`config.mk`:
```
export PLATFORM = sky130hd
export DESIGN_NAME = rscp_top
export DESIGN_NICKNAME = d
export VERILOG_FILES = /design/src/common/rscp_pkg.sv /design/src/design/rscp_top.sv /design/src/design/rscp_fifo.sv
export SDC_FILE = /design/constraint.sdc
export NUM_CORES = 1
export LEC_CHECK = 0
export BUFFER_PORTS_ARGS = -buffer_cell sky130_fd_sc_hd__buf_2
export CORE_ASPECT_RATIO = 1.5
export CORE_MARGIN = 3
export CORE_UTILIZATION = 44
export CTS_CLUSTER_DIAMETER = 40
export DETAILED_ROUTE_END_ITERATION = 8
export PLACE_DENSITY_LB_ADDON = 0.05
export SLEW_MARGIN = 25
export SYNTH_ARGS = -nofsm -noshare
export SYNTH_HDL_FRONTEND = slang
export SYNTH_SLANG_ARGS = --single-unit
```
`constraint.sdc`:
```
create_clock -name clk -period 11.65 [get_ports clk]
set_input_delay 2.33 -clock clk [delete_from_list [all_inputs] [get_ports clk]]
set_output_delay 2.33 -clock clk [all_outputs]
set_load 0.01 [all_outputs]
```
`src/common/rscp_pkg.sv`:
```
// Shared constants and types for the radio serial configuration port.
// Assumes a single 250 MHz system clock; all pin-side timing is derived from it.
package rscp_pkg;

    // System clock period and pin synchroniser depth
    localparam int CLK_PERIOD_NS = 4;
    localparam int SYNC_STAGES = 2;

    // Frame layout: 7 address bits, one direction bit, 8 data bits
    localparam int ADDR_W = 7;
    localparam int DATA_W = 8;
    localparam int FRAME_BITS = 16;
    localparam logic [4:0] HDR_LAST_BIT = 5'h07;
    localparam logic [4:0] FRAME_LAST_BIT = 5'h0F;
    localparam logic [4:0] FRAME_DONE = 5'h10;

    // Addresses with side effects inside the block
    localparam logic [6:0] MAIN_CTRL_ADDR = 7'h00;
    localparam logic [6:0] CS_THRESH_ADDR = 7'h01;
    localparam logic [6:0] RSSI_ADDR = 7'h02;

    // Field positions in the main control register
    localparam int CTRL_TX_BIT = 0;
    localparam int CTRL_PD_BIT = 1;
    localparam int CTRL_STAT_LSB = 2;

    // Status pin sources
    localparam logic [1:0] STAT_PLL_LOCK = 2'h0;
    localparam logic [1:0] STAT_CARRIER = 2'h1;
    localparam logic [1:0] STAT_TEST = 2'h2;

    // Reset values
    localparam logic [7:0] REG_RESET = 8'h00;

    // Radio data clock half period as time, then as cycles (least time, rounded up)
    localparam int RADIO_DATA_CLOCK_HALF_NS = 200;
    localparam int RADIO_DATA_CLOCK_HALF_CYC = (RADIO_DATA_CLOCK_HALF_NS + CLK_PERIOD_NS - 1) / CLK_PERIOD_NS;

    // Receive FIFO shape
    localparam int FIFO_DEPTH = 16;
    localparam int FIFO_WIDTH = 1;

    // Header of a frame once the direction bit is in
    typedef struct packed {
        logic [6:0] addr;
        logic wr;
    } rscp_hdr_t;

    // Synchronised serial port pins
    typedef struct packed {
        logic sclk;
        logic sel_n;
        logic sdi;
        logic rdat;
    } rscp_pins_t;

endpackage : rscp_pkg

```
`src/design/rscp_top.sv`:
```
// Serial configuration port with register file, status pin and radio data pins.
// Assumes host pins arrive asynchronously and are sampled by the 250 MHz clock;
// demodulated receive bits come from same-clock logic with valid/ready.
//
// Overview of operation
// RULE1 - Slave port, 8-bit registers, 7-bit address
// RULE2 - Frame: address, direction bit, data MSB first
// RULE3 - Host sends address MSB first
// RULE4 - Direction bit high writes, low reads
// RULE5 - Host holds select low whole frame
// RULE6 - Input bit sampled on serial clock rise
// RULE7 - Host changes input on falling edge
// RULE8 - Write commits only after last data bit
// RULE9 - Read data shifted out on falling edges
// RULE10 - Host raises select between operations
// RULE11 - Pins undriven while select is high
// RULE12 - Registers kept in power-down, all readable
// RULE13 - Full setup 33 frames, power-down one
// RULE14 - Status pin low when PLL locked; code follows the stat_sel source, pll_locked only for STAT_PLL_LOCK and code 3
// RULE15 - Host keeps select high in power-down; the bench task t_pd reads a register while cfg_power_down is set
// RULE16 - Host releases shared pin during reads
// RULE17 - Receive data with recovered clock out
// RULE18 - Signal strength readable, drives carrier sense
// RULE19 - Transmit bits captured on data clock rise
// RULE20 - Frame counter clears on select high
`timescale 1ns/1ns
module rscp_top #(
    parameter int RADIO_DATA_CLOCK_HALF = rscp_pkg::RADIO_DATA_CLOCK_HALF_CYC,
    parameter int FIFO_DEPTH = rscp_pkg::FIFO_DEPTH
) (
    input wire logic clk,
    input wire logic rst_n,
    input wire logic serial_clock,
    input wire logic serial_select_n,
    input wire logic serial_data_in,
    output logic serial_data_out,
    output logic serial_data_oe_n,
    input wire logic pll_locked,
    input wire logic test_status,
    input wire logic [7:0] rssi_value,
    output logic lock_status_n,
    input wire logic demod_valid,
    output logic demod_ready,
    input wire logic demod_bit,
    input wire logic radio_data_in,
    output logic radio_data_out,
    output logic radio_data_oe_n,
    output logic radio_data_clock,
    output logic tx_bit,
    output logic tx_bit_valid,
    output logic cfg_tx_mode,
    output logic cfg_power_down
);
    // Register file; no reset from power-down or from rst_n, only the initial fill
    logic [7:0] regs [128];

    // Pin synchronisers: stage one is read only by stage two
    rscp_pkg::rscp_pins_t pin_s1_r;
    rscp_pkg::rscp_pins_t pin_s2_r;
    logic sclk_d_r;
    logic sclk_rise;
    logic sclk_fall;
    logic sel_active;

    // Frame state
    logic [4:0] bit_cnt_r;
    logic [15:0] shift_r;
    rscp_pkg::rscp_hdr_t hdr;
    logic rd_act_r;
    logic [7:0] rd_shift_r;
    logic [7:0] wr_byte;

    // Control fields
    logic [7:0] ctrl;
    logic [1:0] stat_sel;
    logic carrier_sense;
    logic stat_level;

    // Radio data path
    logic [15:0] radio_data_clock_cnt_r;
    logic radio_data_clock_tick;
    logic radio_data_clock_r;
    logic fifo_out_valid;
    logic fifo_out_ready;
    logic [0:0] fifo_out_data;
    logic fifo_in_ready;

    // Register read decode: signal strength is live, others stored
    function automatic logic [7:0] read_reg(input logic [6:0] a, input logic [7:0] stored,
                                            input logic [7:0] live);
        logic [7:0] v;
        v = stored;
        if (a == rscp_pkg::RSSI_ADDR) begin
            v = live;
        end
        return v;
    endfunction : read_reg

    // Two flip-flops on every asynchronous pin
    always_ff @(posedge clk or negedge rst_n) begin
        if (!rst_n) begin
            pin_s1_r <= '{sclk: 1'b0, sel_n: 1'b1, sdi: 1'b0, rdat: 1'b0};
            pin_s2_r <= '{sclk: 1'b0, sel_n: 1'b1, sdi: 1'b0, rdat: 1'b0};
        end else begin
            pin_s1_r <= '{sclk: serial_clock, sel_n: serial_select_n,
                          sdi: serial_data_in, rdat: radio_data_in};
            pin_s2_r <= pin_s1_r;
        end
    end

    // Serial clock edge finder on the synchronised level
    always_ff @(posedge clk or negedge rst_n) begin
        if (!rst_n) begin
            sclk_d_r <= 1'b0;
        end else begin
            sclk_d_r <= pin_s2_r.sclk;
        end
    end

    assign sel_active = !pin_s2_r.sel_n;
    // Edges count only inside a frame, so a shared clock line is ignored otherwise
    assign sclk_rise = sel_active && pin_s2_r.sclk && !sclk_d_r; // RULE6
    assign sclk_fall = sel_active && !pin_s2_r.sclk && sclk_d_r; // RULE9

    // Header and write byte as seen with the current bit appended
    assign hdr = rscp_pkg::rscp_hdr_t'(shift_r[14:7]); // RULE2
    assign wr_byte = {shift_r[6:0], pin_s2_r.sdi}; // RULE2

    // Bit counter; cleared whenever select is high, so partial frames are dropped
    always_ff @(posedge clk or negedge rst_n) begin
        if (!rst_n) begin
            bit_cnt_r <= '0;
        end else if (!sel_active) begin
            bit_cnt_r <= '0; // RULE20
        end else if (sclk_rise && bit_cnt_r != rscp_pkg::FRAME_DONE) begin
            bit_cnt_r <= bit_cnt_r + 5'h01; // RULE6
        end
    end

    // Input shifter, most significant bit arrives first
    always_ff @(posedge clk or negedge rst_n) begin
        if (!rst_n) begin
            shift_r <= '0;
        end else if (sclk_rise && bit_cnt_r != rscp_pkg::FRAME_DONE) begin
            shift_r <= {shift_r[14:0], pin_s2_r.sdi}; // RULE6
        end
    end

    // Register write at the sixteenth bit only; shorter frames change nothing
    // Plain always, since the power-up fill below also writes the array
    always @(posedge clk) begin
        if (sclk_rise && bit_cnt_r == rscp_pkg::FRAME_LAST_BIT && hdr.wr) begin // RULE4
            regs[hdr.addr] <= wr_byte; // RULE8 RULE1 RULE12
        end
    end

    // Read engine: load after direction bit low, shift out on falling edges
    always_ff @(posedge clk or negedge rst_n) begin
        if (!rst_n) begin
            rd_act_r <= 1'b0;
            rd_shift_r <= '0;
        end else if (!sel_active) begin
            rd_act_r <= 1'b0;
        end else if (sclk_rise && bit_cnt_r == rscp_pkg::HDR_LAST_BIT
                     && !pin_s2_r.sdi) begin // RULE4
            rd_act_r <= 1'b1;
            rd_shift_r <= read_reg(shift_r[6:0], regs[shift_r[6:0]], rssi_value); // RULE18 RULE12
        end else if (sclk_fall && rd_act_r) begin
            rd_shift_r <= {rd_shift_r[6:0], 1'b0}; // RULE9
        end
    end

    // Output pin: driven only during read data, released when select rises
    always_ff @(posedge clk or negedge rst_n) begin
        if (!rst_n) begin
            serial_data_out <= 1'b0;
            serial_data_oe_n <= 1'b1;
        end else if (!sel_active) begin
            serial_data_oe_n <= 1'b1; // RULE11
        end else if (sclk_fall && rd_act_r) begin
            serial_data_out <= rd_shift_r[7]; // RULE9
            serial_data_oe_n <= 1'b0;
        end
    end

    // Control fields seen by the rest of the radio
    assign ctrl = regs[rscp_pkg::MAIN_CTRL_ADDR];
    assign stat_sel = ctrl[rscp_pkg::CTRL_STAT_LSB +: 2];
    assign carrier_sense = (rssi_value >= regs[rscp_pkg::CS_THRESH_ADDR]); // RULE18

    // Status pin source; low level means the selected condition holds
    always_comb begin
        case (stat_sel)
            rscp_pkg::STAT_PLL_LOCK: stat_level = pll_locked; // RULE14
            rscp_pkg::STAT_CARRIER: stat_level = carrier_sense; // RULE14
            rscp_pkg::STAT_TEST: stat_level = test_status;
            default: stat_level = pll_locked;
        endcase
    end

    // Registered control outputs; rst_n clears these flops, not the stored words
    always_ff @(posedge clk or negedge rst_n) begin
        if (!rst_n) begin
            lock_status_n <= 1'b1;
            cfg_tx_mode <= 1'b0;
            cfg_power_down <= 1'b0;
        end else begin
            lock_status_n <= !stat_level; // RULE14
            cfg_tx_mode <= ctrl[rscp_pkg::CTRL_TX_BIT];
            cfg_power_down <= ctrl[rscp_pkg::CTRL_PD_BIT]; // RULE12
        end
    end

    // Array has no reset port; clear through a one-shot sweep is avoided to keep
    // configuration intact, so reads before any write return unknown-free zeros below
    initial begin
        for (int i = 0; i < 128; i++) begin
            regs[i] = rscp_pkg::REG_RESET;
        end
    end

    // Data clock divider: one tick per half period
    always_ff @(posedge clk or negedge rst_n) begin
        if (!rst_n) begin
            radio_data_clock_cnt_r <= '0;
        end else if (radio_data_clock_tick) begin
            radio_data_clock_cnt_r <= '0;
        end else begin
            radio_data_clock_cnt_r <= radio_data_clock_cnt_r + 16'h0001;
        end
    end

    assign radio_data_clock_tick = (radio_data_clock_cnt_r == 16'(RADIO_DATA_CLOCK_HALF - 1));

    // Data clock runs free except in power-down
    always_ff @(posedge clk or negedge rst_n) begin
        if (!rst_n) begin
            radio_data_clock_r <= 1'b0;
        end else if (cfg_power_down) begin
            radio_data_clock_r <= 1'b0;
        end else if (radio_data_clock_tick) begin
            radio_data_clock_r <= !radio_data_clock_r; // RULE17
        end
    end

    assign radio_data_clock = radio_data_clock_r;

    // Receive buffer between demodulator and data pin
    rscp_fifo #(
        .WIDTH(rscp_pkg::FIFO_WIDTH),
        .DEPTH(FIFO_DEPTH)
    ) u_rx_fifo (
        .clk(clk),
        .rst_n(rst_n),
        .in_valid(demod_valid && demod_ready),
        .in_ready(fifo_in_ready),
        .in_data(demod_bit),
        .out_valid(fifo_out_valid),
        .out_ready(fifo_out_ready),
        .out_data(fifo_out_data)
    );

    // Demodulator stalls while the buffer is full; registered to keep outputs on flops
    // Ready skips the cycle after an accept, so a lagging flag never offers a taken slot
    always_ff @(posedge clk or negedge rst_n) begin
        if (!rst_n) begin
            demod_ready <= 1'b0;
        end else begin
            demod_ready <= fifo_in_ready && !cfg_tx_mode && !(demod_valid && demod_ready);
        end
    end

    // One bit leaves per data clock period, at the falling edge
    assign fifo_out_ready = !cfg_tx_mode && !cfg_power_down && radio_data_clock_tick && radio_data_clock_r;

    // Receive data pin: new bit on falling edge, stable for host's rising edge
    always_ff @(posedge clk or negedge rst_n) begin
        if (!rst_n) begin
            radio_data_out <= 1'b0;
            radio_data_oe_n <= 1'b1;
        end else begin
            radio_data_oe_n <= cfg_tx_mode;
            if (fifo_out_ready && fifo_out_valid) begin
                radio_data_out <= fifo_out_data[0]; // RULE17
            end
        end
    end

    // Transmit capture on the rising edge of the data clock
    always_ff @(posedge clk or negedge rst_n) begin
        if (!rst_n) begin
            tx_bit <= 1'b0;
            tx_bit_valid <= 1'b0;
        end else begin
            tx_bit_valid <= cfg_tx_mode && !cfg_power_down && radio_data_clock_tick && !radio_data_clock_r; // RULE19
            if (cfg_tx_mode && radio_data_clock_tick && !radio_data_clock_r) begin
                tx_bit <= pin_s2_r.rdat; // RULE19
            end
        end
    end
endmodule : rscp_top

```
`src/design/rscp_fifo.sv`:
```
// Synchronous FIFO with valid/ready on both sides.
// Assumes both sides run on the same clock; depth is a power of two.
`timescale 1ns/1ns
module rscp_fifo #(
    parameter int WIDTH = 1,
    parameter int DEPTH = 16
) (
    input wire logic clk,
    input wire logic rst_n,
    input wire logic in_valid,
    output logic in_ready,
    input wire logic [WIDTH-1:0] in_data,
    output logic out_valid,
    input wire logic out_ready,
    output logic [WIDTH-1:0] out_data
);
    localparam int AW = $clog2(DEPTH);
    localparam logic [AW:0] FULL_CNT = (AW+1)'(DEPTH);

    logic [WIDTH-1:0] mem [DEPTH];
    logic [AW-1:0] wptr_r;
    logic [AW-1:0] rptr_r;
    logic [AW:0] count_r;
    logic push;
    logic pop;

    // Full and empty follow the occupancy count; the full mark needs AW+1 bits
    assign in_ready = (count_r != FULL_CNT);
    assign out_valid = (count_r != '0);
    assign out_data = mem[rptr_r];
    assign push = in_valid && in_ready;
    assign pop = out_valid && out_ready;

    // Storage is written only on an accepted push
    always_ff @(posedge clk) begin
        if (push) begin
            mem[wptr_r] <= in_data;
        end
    end

    // Pointers and occupancy
    always_ff @(posedge clk or negedge rst_n) begin
        if (!rst_n) begin
            wptr_r <= '0;
            rptr_r <= '0;
            count_r <= '0;
        end else begin
            if (push) begin
                wptr_r <= wptr_r + 1'b1;
            end
            if (pop) begin
                rptr_r <= rptr_r + 1'b1;
            end
            if (push && !pop) begin
                count_r <= count_r + 1'b1;
            end else if (pop && !push) begin
                count_r <= count_r - 1'b1;
            end
        end
    end
endmodule : rscp_fifo

```
; ---- Word level (Yosys, flattened, before mapping)
; Memory sizes are Yosys's and may differ from the RTL's. A register that Yosys moved wholly into a read port is not among the register bits.
; Index checks and enable logic that the tools add are counted.
[op_classes]
eq_ne = 8
reduce_logical = 46
shifts = 0
div = 0
n_mux = 19
mul = 0
n_lt_le_gt_ge = 1
n_addsub = 6
bitwise_logic = 1
[ops]
columns = operator, count
row1 = 1-bit logical AND, 25
row2 = 8-bit 2-to-1 mux, 3
row3 = 5-bit 2-to-1 mux, 4
row4 = "16-bit by 1-bit adder with 16-bit output, second input constant", 1
row5 = "16-bit by 6-bit equality test with 1-bit output, second input constant", 1
row6 = 16-bit 2-to-1 mux, 1
row7 = 1-bit logical NOT, 12
row8 = 2-bit nonzero test, 6
row9 = "5-bit by 1-bit adder with 5-bit output, second input constant", 2
row10 = 1-bit 2-to-1 mux, 10
row11 = "5-bit != test, second input constant", 2
row12 = "4-bit by 1-bit adder with 4-bit output, second input constant", 2
row13 = 8-bit >= comparator, 1
row14 = "7-bit by 2-bit equality test with 1-bit output, second input constant", 1
row15 = "5-bit by 3-bit equality test with 1-bit output, second input constant", 1
row16 = "5-bit by 4-bit equality test with 1-bit output, second input constant", 1
row17 = 5-bit nonzero test, 1
row18 = "5-bit by 1-bit subtractor with 5-bit output, second input constant", 1
row19 = 2-bit AND reduction, 2
row20 = "2-bit by 1-bit equality test with 1-bit output, second input constant", 1
row21 = "2-bit equality test, second input constant", 1
row22 = 1-bit case mux with 2 select lines, 1
row23 = 1-bit NOT, 1
[word_totals]
memories = 2
mem_bits_ro = 0
ram_bits = 1040
output_inout_bits = 11
regBits = 77
inputBits = 18
latchBits = 0
[mem_list]
columns = memory, words, word_bits, read_ports, rd_ports_with_merged_regs, write_ports, line
row1 = regs, 128, 8, 3, 0, 1, rscp_top.sv:55  ; logic [7:0] regs [128];
row2 = u_rx_fifo.mem, 16, 1, 1, 1, 1, rscp_fifo.sv:20  ; logic [WIDTH-1:0] mem [DEPTH];

; ---- Longest topological paths before layout
; Gate-level depths: netlist of the first run.
[logic_depth]
ltp_word = 8
ltp_mapped = 16
depth_no_buf = 15

; ---- Hierarchy
; A second synthesis of the first run with hierarchy kept.
[hier_totals]
hier_cells = 2191
hier_area_um2 = 43998.4
[by_module_without_submodules]
columns = module, area_per_inst_um2, cells_each, seq_area_each_um2, instances
row1 = rscp_top, 42510.8, 2075, 32382.3, 1
row2 = rscp_fifo, 1487.7, 116, 805.8, 1

; ---- Worst setup path before layout of the first run
; No wires, ideal clock.
[synth_timing]
kind = input-to-reg
start = in demod_valid
end = reg u_rx_fifo.count_r[4]
t_arrival_ns = 4.170
required_time_ns = 11.525
slack_ns = 7.355
n_path_buf = 0
path_stages = 10
setup_ns = 0.125
path_cell_list = nand2_1 a21oi_1 ha_1 inv_1 fa_1 a21o_1 a21oi_1 xnor2_1 nor2_1 xor2_1
[synth_between]
elab_chain_cells = 5
word_cells_on_any_way = 7
[synth_lines]
columns = element, line
row1 = "start, declared", rscp_top.sv:42  ; input wire logic demod_valid,
row2 = 1-bit logical AND *, rscp_top.sv:255  ; .in_valid(demod_valid && demod_ready),
row3 = 1-bit logical AND *, rscp_fifo.sv:31  ; assign push = in_valid && in_ready;
row4 = net u_rx_fifo.push, rscp_fifo.sv:24  ; logic push;
row5 = 1-bit logical NOT, rscp_fifo.sv:56  ; end else if (pop && !push) begin
row6 = 1-bit logical AND, rscp_fifo.sv:56
row7 = 2-bit nonzero test (no source line), n/a
row8 = "end signal, assigned", rscp_fifo.sv:55  ; count_r <= count_r + 1'b1;
row9 = "end signal, assigned", rscp_fifo.sv:57  ; count_r <= count_r - 1'b1;
row10 = "end, declared", rscp_fifo.sv:23  ; logic [AW:0] count_r;
; The timed path passes the listed nets; every way through them passes the cells marked *.
; A chain may end at the register's enable or synchronous reset.

; ---- Worst setup path in the final report of the first run
[layout_timing]
start = reg shift_r[0]
end = reg rd_shift_r[6]
[layout_between]
elab_chain_cells = 3
word_cells_on_any_way = 4
[layout_lines]
columns = element, line
row1 = "start, declared", rscp_top.sv:67  ; logic [15:0] shift_r;
row2 = "start signal, assigned", rscp_top.sv:145  ; shift_r <= {shift_r[14:0], pin_s2_r.sdi};
row3 = memory 128 x 8 bit / 7-bit by 2-bit equality test with 1-bit output (equally long branches), n/a
row4 = 8-bit 2-to-1 mux *, rscp_top.sv:93  ; if (a == rscp_pkg::RSSI_ADDR) begin
row5 = 8-bit 2-to-1 mux *, rscp_top.sv:164  ; end else if (sclk_rise && bit_cnt_r == rscp_pkg::HDR_LAST_BIT
row6 = "end signal, assigned", rscp_top.sv:167  ; rd_shift_r <= read_reg(shift_r[6:0], regs[shift_r[6:0]], rssi_value);
row7 = "end signal, assigned", rscp_top.sv:169  ; rd_shift_r <= {rd_shift_r[6:0], 1'b0};
row8 = "end, declared", rscp_top.sv:70  ; logic [7:0] rd_shift_r;
; Mark *: on every way between the ends. The rest lies on a longest branch, timed or not.

==> impl_metrics.ini, run 1 <==
[layout]
utilization = 0.505
antenna-diode-count = 0
fill_cells = 7967
multiInputGateArea_mm2 = 0.0102
regArea_mm2 = 0.0332
area_delta_synth_final_pct = 13.4
final_nets = 2308
drive_gt1_frac = 0.247

[timing]
tightest_slew_ns = 1.03
rsz0062_at_grt = false
slew_violations = 0
finalHoldViolations = 0
whs_ns = 0.348
setup_viol = 0
setup-tns-final_ns = 0
final.min_clock_period_ns = 4.49
fmax_mhz = 223
period_share = 0.385
skew_ns = 0.0189
relSlewSlack = 0.310

[global_routing]
grt_overflow = 0
first_global_vias = 22286
antenna_found_initial = 0
grt_max_degree = 132
grt_first_pass_wirelength_um = 157000
grt_usage = 0.211

[yosys]
ys_warn_count = 0
synth.most_common_cell = edfxtp_1
synth_top_cell_by_area = edfxtp_1
synth_cell_type_count = 56
synth.avg_cell_area_um2 = 20.1
yosys-top-cells-area = edfxtp_1 71%, mux4_2 13%, dfrtp_1 4.2%, mux2i_1 2.0%, nor2_1 1.5%
synthArstFlopShare = 0.0698
synth_seq_area_share = 0.754
synth_common_cells = 1040 x edfxtp_1, 256 x mux4_2, 179 x nor2_1, 87 x mux2i_1, 76 x nand2_1
synth_enable_flop_cells = 1040
synth_flop_cell = edfxtp_1
synth.top_cell.area_share = 0.710
netlist_instances = 2185
synthesis.area_mm2 = 0.0440
synth_seq_cells = 1118
synthesis.nets = 2228

[clocking]
postCtsSetupBuffers = 0
clock_latency_ns = 0.74
cts_made_buffers = 131
cts_buffer_depth = 3
cts.htree.levels = 4
postCtsHoldBufs = 0
cts-root-buf = clkbuf_16
cts_resized = 0
cts_tree = built
cts_sinks = 1118
path_clk_slew_ns = 0.06

[floorplanning]
rows = 141
die_h_um = 393
die_area_mm2 = 0.104
core_mm2 = 0.0988
fp.dieW_um = 264
io_pins = 29
start_util = 0.445

[power_and_ir_drop]
power_per_cell_area_mw_per_mm2 = 214
ir_drop_mv = 0.117
p_leak_nw = 16.1

[routing]
dr.pass1.iters = 5
routed_wirelength_um = 107000
viasPerCell = 5.77
vias = 21099
drtIter0Drc = 1684
wl_per_cell_um = 29.4
ant_nets = 0
drc = 0

[worst_setup_path]
end_kind = register
critPathKind = reg2reg
worstPathMaxFanout = 51
startpoint_type = register
arrival_ns = 5.10
crit_required_ns = 12.26

[placement]
portBuffers = 28
hpwlAfterDp_um = 65100
finalWeightedCongestion = 0.816

[job]
maxCapViolations = 0

[hold_path]
worst_hold_path_type = reg2reg

[status]
outcome = complete, no violations
critical path, stage by stage (launching register included):
cell	delay [ns]
dfrtp_4	0.75
buf_4	0.70
buf_4	0.76
mux4_2	0.59
a22o_1	0.24
a211oi_1	0.42
a31oi_1	0.13
a221o_1	0.39
o21ai_0	0.10
o22ai_1	0.10
where the power goes:
part           internal, W  switching, W  total, W
sequential         0.00472      0.000170   0.00489
combinational     0.000632       0.00107   0.00170
clock              0.00242       0.00165   0.00408
final timing paths:
path,startpoint,to,slack [ns],cells after the start
setup / recovery,shift_r[0],rd_shift_r[6],7.16,9
hold / removal,pin_s1_r[3],pin_s2_r[3],0.35,0
setup reg to reg,shift_r[0],rd_shift_r[6],7.16,9
hold reg to reg,pin_s1_r[3],pin_s2_r[3],0.35,0
max in group asynchronous,rst_n,shift_r[2],8.96,2
min in group asynchronous,rst_n,radio_data_clock_cnt_r[1],1.58,1
placed cells by master, fill, tap and decap left out, drive strengths merged, types with 26 or more instances in the layout:
| master | synthesis | routed |
|---|---|---|
| inv | 24 | 40 |
| edfxtp | 1040 | 1040 |
| mux2 | 26 | 26 |
| nor2 | 179 | 179 |
| buf | 60 | 60 |
| mux2i | 87 | 87 |
| mux4 | 256 | 256 |
| nand2 | 76 | 76 |
| dfrtp | 73 | 73 |
| clkbuf | 53 | 152 |
| nand3 | 31 | 31 |
| clkinv | 1 | 48 |
metal layers:
| layer | wire, µm | vias to the layer above | global-route usage |
|---|---|---|---|
| li1 | - | 9083 | - |
| met3 | 4940 | 182 | 0.0371 |
| met4 | 3490 | 0 | 0.0760 |
| met5 | 0 | - | 0 |
| met2 | 57400 | 546 | 0.371 |
| met1 | 41600 | 11288 | 0.262 |
per-stage QoR:
stage	setup WS (ns)	power, W	instance area, µm²	cells
6_report	7.16	0.0107	49900	3657
5_1_grt	6.87	0.0111	49900	3657
4_1_cts	7.11	0.0108	49800	3656
3_5_place_dp	6.97	0.00671	45500	3418
3_3_place_gp	6.99	0.00669	45500	3418
2_1_floorplan	7.35	0.00604	44000	2185
registers in the layout, indices dropped and copies added (netlist names), 4 cells and up:
register,flops
bit_cnt_r,5
u_rx_fifo.rptr_r,4
pin_s2_r,4
pin_s1_r,4
rd_shift_r,8
u_rx_fifo.count_r,5
u_rx_fifo.mem,16
shift_r,15
regs,1024
u_rx_fifo.wptr_r,4
radio_data_clock_cnt_r,16
final cells by class:
cell class                      instances  share of cell area
Timing Repair Buffer                   60             0.00883
Clock buffer                          152              0.0711
Sequential cell                      1118               0.666
Clock inverter                         86              0.0158
Multi-Input combinational cell        929               0.204
Tap cell                             1287              0.0323
Inverter                               25             0.00193
logic make-up after synthesis:
| family | after synthesis | synth area share |
|---|---|---|
| mux | 369 | 0.158 |
| compound gates | 153 | 0.0245 |
| buf+inv | 138 | 0.0152 |
| flops | 1118 | 0.754 |
| simple gates | 354 | 0.0355 |
| xor+xnor | 28 | 0.00557 |
| fa+ha+maj | 25 | 0.00728 |
(Power assumes the default switching activity.)
==> inputs of run 2 (changes only) <==
ABC_AREA = 1   (was not set)
clock period = 4.3 ns   (was 11.65 ns; I/O delays follow)
==> run 2 against run 1 <==
  * Flip-flop and latch count unchanged
  * Combinational power rose to 2.7 times the previous value
  * Total power rose to 2.8 times the previous value
  * Sequential share of layout area down 3.8 points
==> impl_metrics.ini, run 2 <==
[status]
outcome = complete, no violations

[timing]
final.min_clock_period_ns = 3.41
whs_ns = 0.180
tightest_slew_ns = 1.02
setup_viol = 0
period_share = 0.792
rsz0062_at_grt = false
slew_violations = 0
finalHoldViolations = 0
fmax_mhz = 294
setup-tns-final_ns = 0
relSlewSlack = 0.319
layout_setup_ws_ns = 0.893
skew_ns = 0.0192

[routing]
drc = 0
viasPerCell = 5.28
wl_per_cell_um = 22.0
vias = 29652
drtIter0Drc = 2035
routed_wirelength_um = 124000
ant_nets = 0
dr.pass1.iters = 6

[clocking]
clock_latency_ns = 0.75
cts.htree.levels = 4
path_clk_slew_ns = 0.05
cts_tree = built
cts-root-buf = clkbuf_16
cts_resized = 0
cts_buffer_depth = 3
cts_made_buffers = 140
cts_sinks = 1118
postCtsHoldBufs = 0
postCtsSetupBuffers = 0

[power_and_ir_drop]
p_leak_nw = 19.2
power_per_cell_area_mw_per_mm2 = 559
ir_drop_mv = 0.392

[placement]
hpwlAfterDp_um = 71000
place_inst = 5358
finalWeightedCongestion = 0.802
place_ws_ns = 0.923
portBuffers = 28

[worst_setup_path]
critPathKind = reg2reg
crit_required_ns = 4.66
path_delay_family = simple AND/OR/NAND/NOR gates
arrival_ns = 3.77
startpoint_type = register
r2r_end = regs[34][5]
r2r-start = bit_cnt_r[0]
reg2reg_slack_ns = 0.89
worstPathMaxFanout = 10
crit_top_cell = nor2_1
path_buf_inv = 1
slowest_delay_ns = 0.62
slowest_stage = nor2_1
rr_worst_depth = 9
end_kind = register
timing.critical_path.depth = 9
path_cells = ha_1, nand2_1, nor2_1, ha_1, nand3_1, nor2_1, nand3_1, buf_4, nor2_1

[yosys]
synth_cell_type_count = 37
synthesis.nets = 4135
synth_flop_cell = edfxtp_1
synth.most_common_cell = edfxtp_1
synth_enable_flop_cells = 1040
synthesis.area_mm2 = 0.0464
yosys-top-cells-area = edfxtp_1 67%, nor2_1 6.5%, nand2_1 6.0%, o21ai_0 4.3%, dfrtp_1 3.9%
synthArstFlopShare = 0.0698
synth_top_cell_by_area = edfxtp_1
synth.top_cell.area_share = 0.673
synth_seq_cells = 1118
ys_warn_count = 0
synth.avg_cell_area_um2 = 11.3
netlist_instances = 4092
synth_seq_area_share = 0.715
synth_common_cells = 1040 x edfxtp_1, 805 x nor2_1, 737 x nand2_1, 398 x o21ai_0, 284 x nand3_1

[layout]
antenna-diode-count = 0
top_register = regs
mostFrequentLayoutCell = edfxtp_1
final_nets = 4147
largest_register_ffs = 1024
final_cells = 5611
final_cell_mix = 1040 x edfxtp_1, 802 x nor2_1, 737 x nand2_1
area_delta_synth_final_pct = 14.0
top_regs = regs: 1024 flops, radio_data_clock_cnt_r: 16 flops, u_rx_fifo.mem: 16 flops
drive_gt1_frac = 0.0811
utilization = 0.507

[floorplanning]
io_pins = 29
fp.dieW_um = 271
start_util = 0.445
die_h_um = 404
rows = 145
die_area_mm2 = 0.109
core_mm2 = 0.104

[global_routing]
antenna_found_initial = 0
grt_max_degree = 187
grt_usage = 0.226
first_global_vias = 29455
grt_first_pass_wirelength_um = 186000
grt_overflow = 0

[hold_path]
worst_hold_path_type = in2async

[job]
maxCapViolations = 0
[run 2: layer usage]
| layer | share of wire | global-route usage | wire (µm) | vias up |
|---|---|---|---|---|
| li1 | - | - | - | 14191 |
| met1 | 0.42 | 0.287 | 51900 | 14585 |
| met2 | 0.50 | 0.388 | 62300 | 639 |
| met3 | 0.037 | 0.0331 | 4520 | 237 |
| met4 | 0.040 | 0.0953 | 4890 | 0 |
| met5 | 0 | 0 | 0 | - |
[run 2: cell type report]
cell class	count	area, µm²
fill	9227	51400
clock buffer	165	3770
timing repair buffer	98	868
sequential	1118	33200
multi-input combinational	2519	11300
inverter	227	865
tap	1396	1750
clock inverter	88	1150
[run 2: how the worst max path moves through the flow]
stage | startpoint | end | slack (ns)
2_1_floorplan | shift_r[1] | rd_shift_r[5] | 0.83
3_3_place_gp | bit_cnt_r[0] | regs[98][4] | 0.85
3_5_place_dp | bit_cnt_r[0] | regs[115][6] | 0.92
5_1_grt | bit_cnt_r[0] | regs[34][4] | 0.77
4_1_cts | bit_cnt_r[0] | regs[115][5] | 0.92
6_report | bit_cnt_r[0] | regs[34][5] | 0.89
[run 2: report_power, final]
group	internal (W)	total (W)	switching, W	leakage [nW]
combinational	0.00115	0.00452	0.00336	6.34
clock	0.00774	0.0124	0.00461	2.37
sequential	0.0125	0.0127	0.000224	10.5
[run 2: cell families (layout without fill, tap and decap cells)]
logic type | Yosys count | count (layout) | synth area share
AOI/OAI and AO/OA | 617 | 617 | 0.0724
xor gates and xnor gates | 14 | 14 | 0.00264
adders and majority gates | 25 | 25 | 0.00690
buffers and inverters | 455 | 578 | 0.0425
DFF | 1118 | 1118 | 0.715
muxes | 4 | 4 | 0.000890
and+or+nand+nor | 1859 | 1859 | 0.160
[run 2: stage by stage]
step                      area [µm²]  total power [W]
after floorplan                46400           0.0157
after global placement         48000           0.0175
after detailed placement       48000           0.0175
after CTS                      52900           0.0299
after global routing           52900           0.0307
final                          52900           0.0295
==> inputs of run 3 (changes only) <==
ABC_AREA = 0   (was 1)
clock period = 3.05 ns   (was 4.3 ns; I/O delays follow)
==> run 3 against run 2 <==
  * Global-route usage is 1.2 points lower
  * Utilization increased by 2.2 points
  * Wire length decreased by 12%
  * Critical path depth increased by 1
  * Non-clock buffer count grew 216
  * First-iteration DRC count decreased by 13%
  * Critical path type unchanged
  * Largest cell class unchanged
==> impl_metrics.ini, run 3 (same netlist as run 1, synthesis figures left out) <==
[status]
outcome = complete, no violations

[clocking]
cts_buffer_depth = 3
path_clk_slew_ns = 0.06
cts_sinks = 1118
cts.htree.levels = 4
cts_made_buffers = 133
postCtsSetupBuffers = 0
cts-root-buf = clkbuf_16
clock_latency_ns = 0.74
cts_tree = built

[worst_setup_path]
worstPathMaxFanout = 14
end_kind = register
crit_end = rd_shift_r[0]
crit_required_ns = 3.65
slowest_delay_ns = 0.53
critPathKind = reg2reg
path_delay_family = multiplexers
r2r-start = shift_r[0]
crit_start = shift_r[0]
path_buf_inv = 4
startpoint_type = register
reg2reg_slack_ns = 0.13
timing.critical_path.depth = 10
r2r_end = rd_shift_r[0]
slowest_stage = mux4_2
arrival_ns = 3.52
path_cells = buf_12, buf_12, buf_4, mux4_2, mux2i_1, nor2_1, nor4_1, buf_4, o21a_1, o21ai_0
rr_worst_depth = 10

[routing]
dr.pass1.iters = 7
vias = 22046
routed_wirelength_um = 109000
drtIter0Drc = 1765
wl_per_cell_um = 27.8
ant_nets = 0
drc = 0
viasPerCell = 5.63

[power_and_ir_drop]
p_int_w = 0.0307
clockPowerShare = 0.382
seqPwrFrac = 0.438
p_leak_nw = 17.6
p_sw_frac = 0.266
p_comb_frac = 0.180
power_switching_w = 0.0112
ir_drop_mv = 0.449
power_per_cell_area_mw_per_mm2 = 802

[timing]
tightest_slew_ns = 0.763
rsz0062_at_grt = false
final.min_clock_period_ns = 2.92
period_share = 0.958
setup_viol = 0
finalHoldViolations = 0
relSlewSlack = 0.490
slew_violations = 0
fmax_mhz = 342
skew_ns = 0.0245

[floorplanning]
die_area_mm2 = 0.104
core_mm2 = 0.0988
fp.dieW_um = 264
start_util = 0.445
rows = 141
io_pins = 29
die_h_um = 393

[layout]
top_regs = regs: 1024 flops, radio_data_clock_cnt_r: 16 flops, u_rx_fifo.mem: 16 flops
utilization = 0.529
largest_register_ffs = 1024
top_register = regs
area_delta_synth_final_pct = 18.7
antenna-diode-count = 0
mostFrequentLayoutCell = edfxtp_1
final_cells = 3918
final_cell_mix = 1040 x edfxtp_1, 256 x mux4_2, 256 x buf_4
final_nets = 2564
drive_gt1_frac = 0.314

[placement]
portBuffers = 28
finalWeightedCongestion = 0.808
place_inst = 3668
hpwlAfterDp_um = 70900

[global_routing]
grt_overflow = 0
grt_max_degree = 131
grt_usage = 0.214
antenna_found_initial = 1
grt_first_pass_wirelength_um = 161000
first_global_vias = 23358

[hold_path]
worst_hold_path_type = in2reg

[job]
maxCapViolations = 0
==> run 3: power groups by stage <==
stage	Clock [W]	Sequential, W	Combinational (W)
2_1_floorplan	0	0.0191	0.00394
6_report	0.0160	0.0184	0.00752
3_5_place_dp	0	0.0187	0.00763
4_1_cts	0.0164	0.0184	0.00765
5_1_grt	0.0170	0.0184	0.00801
3_3_place_gp	0	0.0187	0.00752
==> run 3: through the flow <==
| step | setup TNS, ns | total power [W] | area, µm² | hold WS, ns | setup slack, ns |
|---|---|---|---|---|---|
| CTS | 0 | 0.0424 | 52200 | 0.0424 | 0.0884 |
| global placement | 0 | 0.0262 | 47600 | 0.335 | 0.0285 |
| detailed placement | 0 | 0.0263 | 47600 | 0.340 | 0.0912 |
| floorplan | -0.0115 | 0.0230 | 44000 | 0.314 | -0.0115 |
| finish | 0 | 0.0419 | 52200 | 0.0999 | 0.127 |
| global route | 0 | 0.0434 | 52200 | 0.0732 | 0.00318 |
==> run 3: worst register-to-register path: stages, from the launching register on <==
cell and delay (ns):
dfrtp_4 0.52, buf_12 0.21, buf_12 0.16, buf_4 0.28, mux4_2 0.54, mux2i_1 0.40
nor2_1 0.11, nor4_1 0.25, buf_4 0.17, o21a_1 0.10, o21ai_0 0.06
==> run 3: worst min-delay path by stage <==
stage | from | end | slack, ns | depth (start not counted)
floorplan | rst_n | bit_cnt_r[0] | 0.31 | 0
global placement | pin_s1_r[1] | pin_s2_r[1] | 0.34 | 0
detailed placement | pin_s1_r[1] | pin_s2_r[1] | 0.34 | 0
CTS | demod_valid | demod_ready | 0.04 | 2
global route | demod_valid | demod_ready | 0.07 | 2
finish | demod_valid | demod_ready | 0.1 | 2
==> run 3: layout make-up <==
class                           count  area [µm²]
Fill cell                        7837       46600
Sequential cell                  1118       33200
Multi-Input combinational cell    929       10200
Clock buffer                      158        3580
Timing Repair Buffer              314        2620
Tap cell                         1287        1610
Clock inverter                     87         943
Inverter                           25        96.3
==> run 3: timing repair <==
item                       4_1_cts  5_1_grt
hold endpoints to repair        48        0
hold buffers                     5        0
resized for setup                0        6
setup endpoints to repair        0        9
==> run 3: per-layer routing <==
layer | vias to the layer above | part of all wire | GRT usage
met5 | - | 0 | 0
met4 | 0 | 0.035 | 0.0798
met3 | 166 | 0.044 | 0.0379
met2 | 558 | 0.53 | 0.376
met1 | 11697 | 0.39 | 0.265
li1 | 9625 | - | -
